[src/logic/gpc_pkg.sv]
// Constants, register map and types for the pin configuration bank, pins 32 to 47.
// Assumes a 20 MHz clock and a 32-bit AXI4-Lite register bus.
package gpc_pkg;

  localparam int PIN_COUNT = 16;
  localparam int PINS_PER_REG = 8;
  localparam int FIELD_W = 4;
  localparam int UPPER_W = 18;
  localparam int ADDR_W = 8;
  localparam int DATA_W = 32;
  localparam int STRB_W = 4;

  // Register byte offsets
  localparam logic [ADDR_W-1:0] OFF_CFG_32_39 = 8'h50;
  localparam logic [ADDR_W-1:0] OFF_CFG_40_47 = 8'h54;
  localparam logic [ADDR_W-1:0] OFF_WRITE_KEY = 8'h60;
  localparam logic [ADDR_W-1:0] OFF_READ_UPPER = 8'h84;
  localparam logic [ADDR_W-1:0] OFF_DATA_UPPER = 8'h8C;
  localparam logic [ADDR_W-1:0] OFF_OE_UPPER = 8'hA4;

  // Field positions inside one four-bit pin group
  localparam int DIR_BIT = 3;
  localparam int DRV_LSB = 1;
  localparam int INMASK_BIT = 0;

  localparam logic [DATA_W-1:0] UNLOCK_KEY = 32'h0000_0073;
  localparam logic [DATA_W-1:0] CFG_RESET = 32'h0000_0000;
  localparam logic [DATA_W-1:0] KEY_RESET = 32'h0000_0000;
  localparam logic [UPPER_W-1:0] UPPER_RESET = 18'h0_0000;

  localparam logic [1:0] RESP_OKAY = 2'h0;
  localparam logic [1:0] RESP_SLVERR = 2'h2;

  localparam logic rising_edge_irq = 1'b0;
  localparam logic falling_edge_irq = 1'b1;

  typedef enum logic [1:0] {
    DRIVE_OFF,
    drive_both_levels,
    drive_low_only,
    gated_drive
  } gpc_drive_t;

endpackage : gpc_pkg

[src/logic/gpc_top.sv]
// Pin configuration bank for general-purpose pins 32 to 47 with AXI4-Lite access.
// Assumes pads are resolved outside from pad_out and pad_oe; pad_in is asynchronous.
//
// The implementer's own choice: the AXI4-Lite slave port.
`timescale 1ns/1ps

module gpc_top
  import gpc_pkg::*;
(
  input wire logic clk,
  input wire logic reset_n,
  input wire logic [ADDR_W-1:0] s_axi_awaddr,
  input wire logic s_axi_awvalid,
  output logic s_axi_awready,
  input wire logic [DATA_W-1:0] s_axi_wdata,
  input wire logic [STRB_W-1:0] s_axi_wstrb,
  input wire logic s_axi_wvalid,
  output logic s_axi_wready,
  output logic [1:0] s_axi_bresp,
  output logic s_axi_bvalid,
  input wire logic s_axi_bready,
  input wire logic [ADDR_W-1:0] s_axi_araddr,
  input wire logic s_axi_arvalid,
  output logic s_axi_arready,
  output logic [DATA_W-1:0] s_axi_rdata,
  output logic [1:0] s_axi_rresp,
  output logic s_axi_rvalid,
  input wire logic s_axi_rready,
  input wire logic [PIN_COUNT-1:0] pad_in,
  output logic [PIN_COUNT-1:0] pad_out,
  output logic [PIN_COUNT-1:0] pad_oe,
  output logic [PIN_COUNT-1:0] pin_irq
);

  typedef struct packed {
    logic [DATA_W-1:0] cfg_lo;
    logic [DATA_W-1:0] cfg_hi;
    logic [DATA_W-1:0] config_write_key;
    logic [UPPER_W-1:0] data_upper;
    logic [UPPER_W-1:0] output_enable_upper;
    logic aw_held;
    logic [ADDR_W-1:0] awaddr;
    logic w_held;
    logic [DATA_W-1:0] wdata;
    logic [STRB_W-1:0] wstrb;
    logic awready;
    logic wready;
    logic bvalid;
    logic [1:0] bresp;
    logic arready;
    logic rvalid;
    logic [DATA_W-1:0] rdata;
    logic [1:0] rresp;
    logic [PIN_COUNT-1:0] level_prev;
    logic [PIN_COUNT-1:0] irq;
    logic [PIN_COUNT-1:0] pad_out;
    logic [PIN_COUNT-1:0] pad_oe;
  } gpc_state_t;

  gpc_state_t st_q;
  gpc_state_t st_d;
  logic [PIN_COUNT-1:0] level;

  ////////////////////////////////////////////////////////////////////////////
  // Helpers

  // Word-aligned compare of a bus address with a register offset
  function automatic logic hit(input logic [ADDR_W-1:0] a, input logic [ADDR_W-1:0] off);
    hit = (a[ADDR_W-1:2] == off[ADDR_W-1:2]);
  endfunction : hit

  function automatic logic is_mapped(input logic [ADDR_W-1:0] a);
    is_mapped = hit(a, OFF_CFG_32_39) || hit(a, OFF_CFG_40_47) || hit(a, OFF_WRITE_KEY)
      || hit(a, OFF_READ_UPPER) || hit(a, OFF_DATA_UPPER) || hit(a, OFF_OE_UPPER);
  endfunction : is_mapped

  // Byte-lane merge under write strobes
  function automatic logic [DATA_W-1:0] merge(
    input logic [DATA_W-1:0] old_v,
    input logic [DATA_W-1:0] new_v,
    input logic [STRB_W-1:0] strb
  );
    logic [DATA_W-1:0] r;
    r = old_v;
    for (int b = 0; b < STRB_W; b++) begin
      if (strb[b]) begin
        r[b*8 +: 8] = new_v[b*8 +: 8];
      end
    end
    merge = r;
  endfunction : merge

  // Four-bit group of pin i, highest pin in the top nibble
  function automatic logic [FIELD_W-1:0] pin_field(
    input logic [DATA_W-1:0] lo,
    input logic [DATA_W-1:0] hi,
    input int i
  );
    logic [DATA_W-1:0] r;
    r = (i < PINS_PER_REG) ? lo : hi;
    pin_field = r[(i % PINS_PER_REG)*FIELD_W +: FIELD_W];
  endfunction : pin_field

  ////////////////////////////////////////////////////////////////////////////
  // Pad input synchroniser

  gpc_pin_sync u_sync (
    .clk(clk),
    .reset_n(reset_n),
    .pad_in(pad_in),
    .level(level)
  );

  ////////////////////////////////////////////////////////////////////////////
  // Next-state logic

  always_comb begin
    logic aw_have;
    logic w_have;
    logic [ADDR_W-1:0] wa;
    logic [DATA_W-1:0] wd;
    logic [STRB_W-1:0] ws;
    logic [ADDR_W-1:0] ra;
    logic unlocked;
    logic [FIELD_W-1:0] f;
    gpc_drive_t drv;
    logic [PIN_COUNT-1:0] readable;
    logic [DATA_W-1:0] m;

    st_d = st_q;
    aw_have = st_q.aw_held || (s_axi_awvalid && st_q.awready);
    w_have = st_q.w_held || (s_axi_wvalid && st_q.wready);
    wa = st_q.aw_held ? st_q.awaddr : s_axi_awaddr;
    wd = st_q.w_held ? st_q.wdata : s_axi_wdata;
    ws = st_q.w_held ? st_q.wstrb : s_axi_wstrb;
    ra = s_axi_araddr;
    unlocked = (st_q.config_write_key == UNLOCK_KEY);
    readable = '0;
    f = '0;
    drv = DRIVE_OFF;
    m = '0;

    // Write channel capture
    if (s_axi_awvalid && st_q.awready) begin
      st_d.aw_held = 1'b1;
      st_d.awaddr = s_axi_awaddr;
    end
    if (s_axi_wvalid && st_q.wready) begin
      st_d.w_held = 1'b1;
      st_d.wdata = s_axi_wdata;
      st_d.wstrb = s_axi_wstrb;
    end
    if (st_q.bvalid && s_axi_bready) begin
      st_d.bvalid = 1'b0;
    end

    // Write execution once address and data are both present
    if (aw_have && w_have && !st_q.bvalid) begin
      st_d.aw_held = 1'b0;
      st_d.w_held = 1'b0;
      st_d.bvalid = 1'b1;
      st_d.bresp = is_mapped(wa) ? RESP_OKAY : RESP_SLVERR;
      if (hit(wa, OFF_CFG_32_39) && unlocked) begin
        st_d.cfg_lo = merge(st_q.cfg_lo, wd, ws);
      end
      if (hit(wa, OFF_CFG_40_47) && unlocked) begin
        st_d.cfg_hi = merge(st_q.cfg_hi, wd, ws);
      end
      if (hit(wa, OFF_WRITE_KEY)) begin
        st_d.config_write_key = merge(st_q.config_write_key, wd, ws);
      end
      if (hit(wa, OFF_DATA_UPPER)) begin
        m = merge({{(DATA_W-UPPER_W){1'b0}}, st_q.data_upper}, wd, ws);
        st_d.data_upper = m[UPPER_W-1:0];
      end
      if (hit(wa, OFF_OE_UPPER)) begin
        m = merge({{(DATA_W-UPPER_W){1'b0}}, st_q.output_enable_upper}, wd, ws);
        st_d.output_enable_upper = m[UPPER_W-1:0];
      end
    end
    st_d.awready = !st_d.aw_held && !st_d.bvalid;
    st_d.wready = !st_d.w_held && !st_d.bvalid;

    // Per-pin behaviour
    st_d.level_prev = level;
    for (int i = 0; i < PIN_COUNT; i++) begin
      f = pin_field(st_q.cfg_lo, st_q.cfg_hi, i);
      drv = gpc_drive_t'(f[DRV_LSB +: 2]);
      readable[i] = level[i] && (f[INMASK_BIT] == 1'b0);
      if (f[DIR_BIT] == falling_edge_irq) begin
        st_d.irq[i] = st_q.level_prev[i] && !level[i];
      end else begin
        st_d.irq[i] = !st_q.level_prev[i] && level[i];
      end
      unique case (drv)
        DRIVE_OFF: begin
          st_d.pad_out[i] = 1'b0;
          st_d.pad_oe[i] = 1'b0;
        end
        drive_both_levels: begin
          st_d.pad_out[i] = st_q.data_upper[i];
          st_d.pad_oe[i] = 1'b1;
        end
        drive_low_only: begin
          st_d.pad_out[i] = 1'b0;
          st_d.pad_oe[i] = !st_q.data_upper[i];
        end
        gated_drive: begin
          st_d.pad_out[i] = st_q.data_upper[i];
          st_d.pad_oe[i] = st_q.output_enable_upper[i];
        end
      endcase
    end

    // Read channel
    if (st_q.rvalid && s_axi_rready) begin
      st_d.rvalid = 1'b0;
      st_d.arready = 1'b1;
    end
    if (s_axi_arvalid && st_q.arready) begin
      st_d.arready = 1'b0;
      st_d.rvalid = 1'b1;
      st_d.rresp = is_mapped(ra) ? RESP_OKAY : RESP_SLVERR;
      st_d.rdata = '0;
      if (hit(ra, OFF_CFG_32_39)) begin
        st_d.rdata = st_q.cfg_lo;
      end
      if (hit(ra, OFF_CFG_40_47)) begin
        st_d.rdata = st_q.cfg_hi;
      end
      if (hit(ra, OFF_WRITE_KEY)) begin
        st_d.rdata = st_q.config_write_key;
      end
      if (hit(ra, OFF_READ_UPPER)) begin
        st_d.rdata = {{(DATA_W-PIN_COUNT){1'b0}}, readable};
      end
      if (hit(ra, OFF_DATA_UPPER)) begin
        st_d.rdata = {{(DATA_W-UPPER_W){1'b0}}, st_q.data_upper};
      end
      if (hit(ra, OFF_OE_UPPER)) begin
        st_d.rdata = {{(DATA_W-UPPER_W){1'b0}}, st_q.output_enable_upper};
      end
    end
  end

  ////////////////////////////////////////////////////////////////////////////
  // State register

  always_ff @(posedge clk or negedge reset_n) begin
    if (!reset_n) begin
      st_q <= '0;
      st_q.cfg_lo <= CFG_RESET;
      st_q.cfg_hi <= CFG_RESET;
      st_q.config_write_key <= KEY_RESET;
      st_q.data_upper <= UPPER_RESET;
      st_q.output_enable_upper <= UPPER_RESET;
      st_q.awready <= 1'b1;
      st_q.wready <= 1'b1;
      st_q.arready <= 1'b1;
      st_q.bresp <= RESP_OKAY;
      st_q.rresp <= RESP_OKAY;
    end else begin
      st_q <= st_d;
    end
  end

  ////////////////////////////////////////////////////////////////////////////
  // Outputs

  assign s_axi_awready = st_q.awready;
  assign s_axi_wready = st_q.wready;
  assign s_axi_bvalid = st_q.bvalid;
  assign s_axi_bresp = st_q.bresp;
  assign s_axi_arready = st_q.arready;
  assign s_axi_rvalid = st_q.rvalid;
  assign s_axi_rdata = st_q.rdata;
  assign s_axi_rresp = st_q.rresp;
  assign pad_out = st_q.pad_out;
  assign pad_oe = st_q.pad_oe;
  assign pin_irq = st_q.irq;

endmodule : gpc_top

[src/logic/gpc_pin_sync.sv]
// Three-stage synchroniser for the pad inputs with an agreement filter.
// Assumes pad levels are asynchronous to clk.
`timescale 1ns/1ps

module gpc_pin_sync
  import gpc_pkg::*;
(
  input wire logic clk,
  input wire logic reset_n,
  input wire logic [PIN_COUNT-1:0] pad_in,
  output logic [PIN_COUNT-1:0] level
);

  typedef struct packed {
    logic [PIN_COUNT-1:0] s1;
    logic [PIN_COUNT-1:0] s2;
    logic [PIN_COUNT-1:0] s3;
    logic [PIN_COUNT-1:0] stable;
  } gpc_sync_state_t;

  gpc_sync_state_t st_q;
  gpc_sync_state_t st_d;

  ////////////////////////////////////////////////////////////////////////////
  always_comb begin
    st_d = st_q;
    st_d.s1 = pad_in;
    st_d.s2 = st_q.s1;
    st_d.s3 = st_q.s2;
    // A level counts once stages two and three agree
    st_d.stable = (st_q.s2 & st_q.s3) | (st_q.stable & (st_q.s2 | st_q.s3));
  end

  always_ff @(posedge clk or negedge reset_n) begin
    if (!reset_n) begin
      st_q <= '0;
    end else begin
      st_q <= st_d;
    end
  end

  assign level = st_q.stable;

endmodule : gpc_pin_sync

[config.mk]
export PLATFORM = sky130hd
export DESIGN_NAME = gpc_top
export DESIGN_NICKNAME = d
export VERILOG_FILES = /design/src/logic/gpc_pkg.sv /design/src/logic/gpc_top.sv /design/src/logic/gpc_pin_sync.sv
export SDC_FILE = /design/constraint.sdc
export NUM_CORES = 1
export LEC_CHECK = 0
export BUFFER_PORTS_ARGS = -buffer_cell sky130_fd_sc_hd__buf_2
export CORE_ASPECT_RATIO = 0.9
export CORE_MARGIN = 10
export CORE_UTILIZATION = 55
export DETAILED_ROUTE_END_ITERATION = 8
export PLACE_DENSITY = 0.74
export SYNTH_ARGS = -nofsm -noshare
export SYNTH_HDL_FRONTEND = slang
export SYNTH_SLANG_ARGS = --single-unit
export TNS_END_PERCENT = 50
[constraint.sdc]
create_clock -name clk -period 6.25 [get_ports clk]
set_input_delay 0.625 -clock clk [delete_from_list [all_inputs] [get_ports clk]]
set_output_delay 0.625 -clock clk [all_outputs]
set_load 0.02 [all_outputs]
# ---- After elaboration in Yosys (flattened, before gate mapping)
# Index checks and enable logic that the tools add are counted.
# W data, S select, Z words.
dict set report word_totals {
  regBits 347
  input_bits 75
  elab_cells 377
}
dict set report op_classes {
  eq_ne 61
  n_mux 67
  bitwise_logic 20
  n_reduce_logical 190
}
# operator count
set op_table {}
lappend op_table {{$mux W32} 7}
lappend op_table {{$eq A2 B2 Y1 const B} 32}
lappend op_table {{$pmux W1 S4} 16}
lappend op_table {{$reduce_or A2 Y1} 32}
lappend op_table {{$logic_and A1 B1 Y1} 59}
lappend op_table {{$reduce_and A3 Y1} 18}
lappend op_table {{$logic_not A1 Y1} 52}
lappend op_table {{$mux W37} 1}
lappend op_table {{$eq A6 B5 Y1 const B} 6}
lappend op_table {{$eq A6 B6 Y1 const B} 6}
lappend op_table {{$mux W36} 1}
lappend op_table {{$and A16 B16 Y16} 2}
lappend op_table {{$eq A2 B1 Y1 const B} 16}
lappend op_table {{$eq A32 B7 Y1 const B} 1}
lappend op_table {{$logic_not A2 Y1} 16}
lappend op_table {{$or A16 B16 Y16} 2}
lappend op_table {{$pmux W1 S2} 16}
lappend op_table {{$mux W1} 19}
lappend op_table {{$not A1 Y1} 16}
lappend op_table {{$logic_or A1 B1 Y1} 12}
lappend op_table {{$mux W9} 1}
lappend op_table {{$mux W8} 1}
lappend op_table {{$mux W2} 3}
lappend op_table {{$mux W4} 1}
lappend op_table {{2 further kinds} 2}

# ---- Logic depth before layout (Yosys ltp)
dict set report logic_depth {
  ltp_word 11
  ltp_mapped 7
}

# ---- By module
# Synthesis repeated with hierarchy kept, for this count alone.
dict set report unflattened {
  hier_cells 1192
  hier_area_um2 14610.3
}
# mod n_inst cells_each area_per_inst_um2 seq_area_each_um2
set by_module_without_submodules {}
lappend by_module_without_submodules {gpc_top 1 1096 12708.4 6985.4}
lappend by_module_without_submodules {gpc_pin_sync 1 96 1901.8 1601.5}

# ---- Least setup slack after synthesis
# Ideal clock, no wire load.
dict set report synth_timing {
  path_kind {input to register}
  from {input s_axi_awaddr[3]}
  to {register st_q[227] (netlist bit)}
  setup_ns 0.125
  t_arrival_ns 2.107
  required_time_ns 6.125
  path_slack_ns 4.019
  path_stages 5
  path_buffers 0
  cell_sequence {or3b_1 a211oi_1 nor4b_4 nand2_2 mux2_2}
}
dict set report synth_between {
  elab_chain_cells 4
}
# element line_no
set synth_rtl {}
lappend synth_rtl {{start: declaration} gpc_top.sv:12} ;# input wire logic [ADDR_W-1:0] s_axi_awaddr,
lappend synth_rtl {{$mux W8} gpc_top.sv:133} ;# wa = st_q.aw_held ? st_q.awaddr : s_axi_awaddr;
lappend synth_rtl {{$eq A6 B5 Y1} gpc_top.sv:69} ;# hit = (a[ADDR_W-1:2] == off[ADDR_W-1:2]);
lappend synth_rtl {{$logic_and A1 B1 Y1} gpc_top.sv:166} ;# if (hit(wa, OFF_CFG_40_47) && unlocked) begin
lappend synth_rtl {{$reduce_and A3 Y1 (no source line)} n/a}
lappend synth_rtl {{end signal: assignment} gpc_top.sv:263} ;# st_q <= st_d;
lappend synth_rtl {{end: declaration} gpc_top.sv:60} ;# gpc_state_t st_q;
# No other way between the ends.
# A chain may end at the register's enable or synchronous reset.

# ---- Worst setup path in the final report
dict set report layout_timing {
  from {input s_axi_araddr[2]}
  to {register st_q (netlist bit s_axi_rdata[2])}
}
dict set report layout_between {
  elab_chain_cells 7
  elab_cells_between_ends 12
  classes_between {6 x eq/ne; 6 x mux}
}
# element line_no
set layout_rtl {}
lappend layout_rtl {{start: declaration} gpc_top.sv:22} ;# input wire logic [ADDR_W-1:0] s_axi_araddr,
lappend layout_rtl {{$eq A6 B5 Y1} gpc_top.sv:69}
lappend layout_rtl {{$mux W32} gpc_top.sv:225} ;# if (hit(ra, OFF_CFG_32_39)) begin
lappend layout_rtl {{$mux W32} gpc_top.sv:228} ;# if (hit(ra, OFF_CFG_40_47)) begin
lappend layout_rtl {{$mux W32} gpc_top.sv:231} ;# if (hit(ra, OFF_WRITE_KEY)) begin
lappend layout_rtl {{$mux W32} gpc_top.sv:234} ;# if (hit(ra, OFF_READ_UPPER)) begin
lappend layout_rtl {{$mux W32} gpc_top.sv:237} ;# if (hit(ra, OFF_DATA_UPPER)) begin
lappend layout_rtl {{$mux W32 *} gpc_top.sv:240} ;# if (hit(ra, OFF_OE_UPPER)) begin
# Every way passes the cells marked *; elsewhere a longest branch is shown, timed or not.

==> impl_metrics.env <==
export IMPL_die_height_um=174
export IMPL_startpoint="s_axi_araddr[2]"
export IMPL_min_path_type="input port to flop"
export IMPL_core_um2=26100
export IMPL_async_flop_share_pct=100
export IMPL_grt_usage_pct=20.8
export IMPL_ys_flop_type="dfrtp_1"
export IMPL_die_area_um2=33300
export IMPL_cts_resized=0
export IMPL_yosys_warnings=0
export IMPL_die_width_um=191
export IMPL_place_hpwl_um=23300
export IMPL_hold_path_startpoint="pad_in[4]"
export IMPL_area_growth_pct=11.9
export IMPL_crit_type="input port to flop"
export IMPL_final_cells=1598
export IMPL_cts_tree="yes"
export IMPL_worst_pin_slew_ns=1.21
export IMPL_grt_max_degree=138
export IMPL_finClkSkew_ns=0.0207
export IMPL_start_util_pct=55.7
export IMPL_final_area_um2=16300
export IMPL_slowest_stage="nand2_1"
export IMPL_grt_overflow=0
export IMPL_powerDensity_nw_per_um2=367
export IMPL_cp_slowest_stage_delay_ns=0.58
export IMPL_port_buffers=157
export IMPL_max_slew_margin_pct=19.5
export IMPL_timing_hold_ws_ns=0.205
export IMPL_drive_gt1_share_pct=36.2
export IMPL_final_common_cell="dfrtp_1"
export IMPL_num_vias=9021
export IMPL_synth_edf_count=0
export IMPL_ant_nets=0
export IMPL_irDropWorstVdd_mv=0.311
export IMPL_min_period_ns=2.96
export IMPL_clock_sinks=343
export IMPL_viasPerCell=5.65
export IMPL_path_cells="buf_2 > buf_4 > nand4bb_1 > nor2_2 > buf_4 > nand2_1 > o221ai_1 > nand3_1"
export IMPL_nFillCells=2083
export IMPL_leakage_uw=0.00777
export IMPL_clock_fmax_mhz=338
export IMPL_ff2ff_setup_slack_ns=3.45
export IMPL_r2r_start="s_axi_arready"
export IMPL_finalMaxSlewViolations=0
export IMPL_finalPower_uw=5970
export IMPL_placementRows=56
export IMPL_first_iter_violations=755
export IMPL_cp_required_ns=6.62
export IMPL_crit_fanout=39
export IMPL_cts_setup_buffers=0
export IMPL_finalHoldViolCount=0
export IMPL_fin_nets=1298
export IMPL_routed_wl_um=34700
export IMPL_maxCapViolCount=0
export IMPL_status="complete, no violations"
export IMPL_grt_first_pass_wirelength_um=54700
export IMPL_final_cell_mix="339 x dfrtp_1, 204 x mux2_2, 156 x buf_2"
export IMPL_cts_hold_fix_buffers=0
export IMPL_synth_cell_types=54
export IMPL_wire_per_inst_um=21.7
export IMPL_drt_pass1_iterations=7
export IMPL_end_kind="flop"
export IMPL_clock_latency_ns=0.52
export IMPL_critPathArrivalTime_ns=3.33
export IMPL_placed_area_um2=15100
export IMPL_clockBufferDepth=3
export IMPL_path_clk_slew_ns=0.06
export IMPL_critPathLaunchType="input port"
export IMPL_grt_pass1_vias=9550
export IMPL_postSynthAreaPerCell_um2=12.8
export IMPL_cts_made_buffers=36
export IMPL_syn_area_um2=14500
export IMPL_setup_violations=0
export IMPL_cp_common_cell="buf_4"
export IMPL_htree_levels=2
export IMPL_place_inst=1533
export IMPL_gp_congestion=0.844
export IMPL_root_buffer="clkbuf_16"
export IMPL_post_route_period_util_pct=47.3
export IMPL_synth_seq_cells=343
export IMPL_synth_yosys_seq_area_share_pct=59.1
export IMPL_netlist_instances=1138
export IMPL_drc=0
export IMPL_antenna_found_initial=3
export IMPL_ios=164
export IMPL_grt_setup_unrepaired="false"
export IMPL_seq_area_um2=8590
export IMPL_multiInputGateArea_um2=5040
export IMPL_finalSetupTns_ns=0
## metal layers
metal	wire, µm	up-vias	part of all wire [%]	global-route usage, %
li1	-	4130	-	-
met1	15300	4520	44	28.2
met2	16100	303	46	32.3
met3	2620	64	7.5	5.58
met4	741	4	2.1	5.73
met5	21	-	0.060	0
## flip-flops by register name (all words and copies together), names as in the netlist, 16 cells and up
name,flops
s_axi_rdata,32
st_q,192
u_sync.level,16
pad_out,16
u_sync.st_d,32
u_sync.st_q,16
pin_irq,16
pad_oe,16
## synthesized netlist by cell type (4+ instances only)
master,n,share of area (%)
a21oi_1,42,1.4
a221oi_1,9,0.54
a22o_1,15,0.90
and2_1,20,0.86
buf_1,4,0.10
buf_4,84,4.3
clkbuf_1,29,0.75
dfrtp_1,340,59
inv_1,37,0.96
maj3_1,16,1.1
mux2_2,204,16
mux2i_1,24,1.7
nand2_1,63,1.6
nand2_2,10,0.43
nand2b_1,13,0.56
nand3_1,20,0.69
nand3b_1,14,0.72
nor2_1,26,0.67
nor3b_1,5,0.26
nor4_1,6,0.26
o21ai_0,65,2.2
o221ai_1,9,0.54
o22ai_1,11,0.47
o2bb2ai_1,9,0.54
o31ai_1,16,0.83
## critical path, delay by kind of cell
kind            cells  cell delay [ns]
simple gates        4             1.24
buf+inv             3             1.00
compound gates      1             0.44
## area by class of cell
| type | count | share of cell area, % |
|---|---|---|
| clock inverters | 11 | 0.693 |
| flip-flops and latches | 343 | 52.8 |
| repair buffers | 166 | 5.31 |
| clock buffers | 53 | 6.56 |
| inverters | 37 | 0.855 |
| multi-input cells | 639 | 31.0 |
| well taps | 348 | 2.68 |
| diodes | 1 | 0.0154 |
## power breakdown
part | leakage, µW | total, µW | switching [µW] | internal (µW)
Sequential | 0.00445 | 2760 | 219 | 2540
Clock | 0.000588 | 2100 | 838 | 1270
Combinational | 0.00273 | 1110 | 645 | 461
## logic make-up after synthesis
logic type               Yosys count  synth area share (%)
flip-flops                       343                  59.1
buffers and inverters            157                  6.25
AND/OR/NAND/NOR                  203                  7.71
other                              1                0.0258
adder cells (fa/ha/maj)           16                  1.10
AO/OA/AOI/OAI                    188                  8.16
multiplexers                     230                  17.6
## final timing paths
path | to | depth (start not counted)
worst max register to register | s_axi_rdata[24] | 5
max in group asynchronous | pin_irq[2] | 2
worst min-delay path | u_sync.st_d[36] | 1
min in group asynchronous | u_sync.st_d[39] | 1
worst max-delay path | s_axi_rdata[2] | 8
worst min register to register | u_sync.st_d[24] | 0
## metrics by stage
step	utilization, %	setup WS [ns]
finish	62.3	3.29
detailed placement	57.8	2.88
CTS	62.3	3.35
floorplan	-	4.02
global route	62.3	3.21
global placement	57.8	2.93
(Power assumes the default switching activity.)
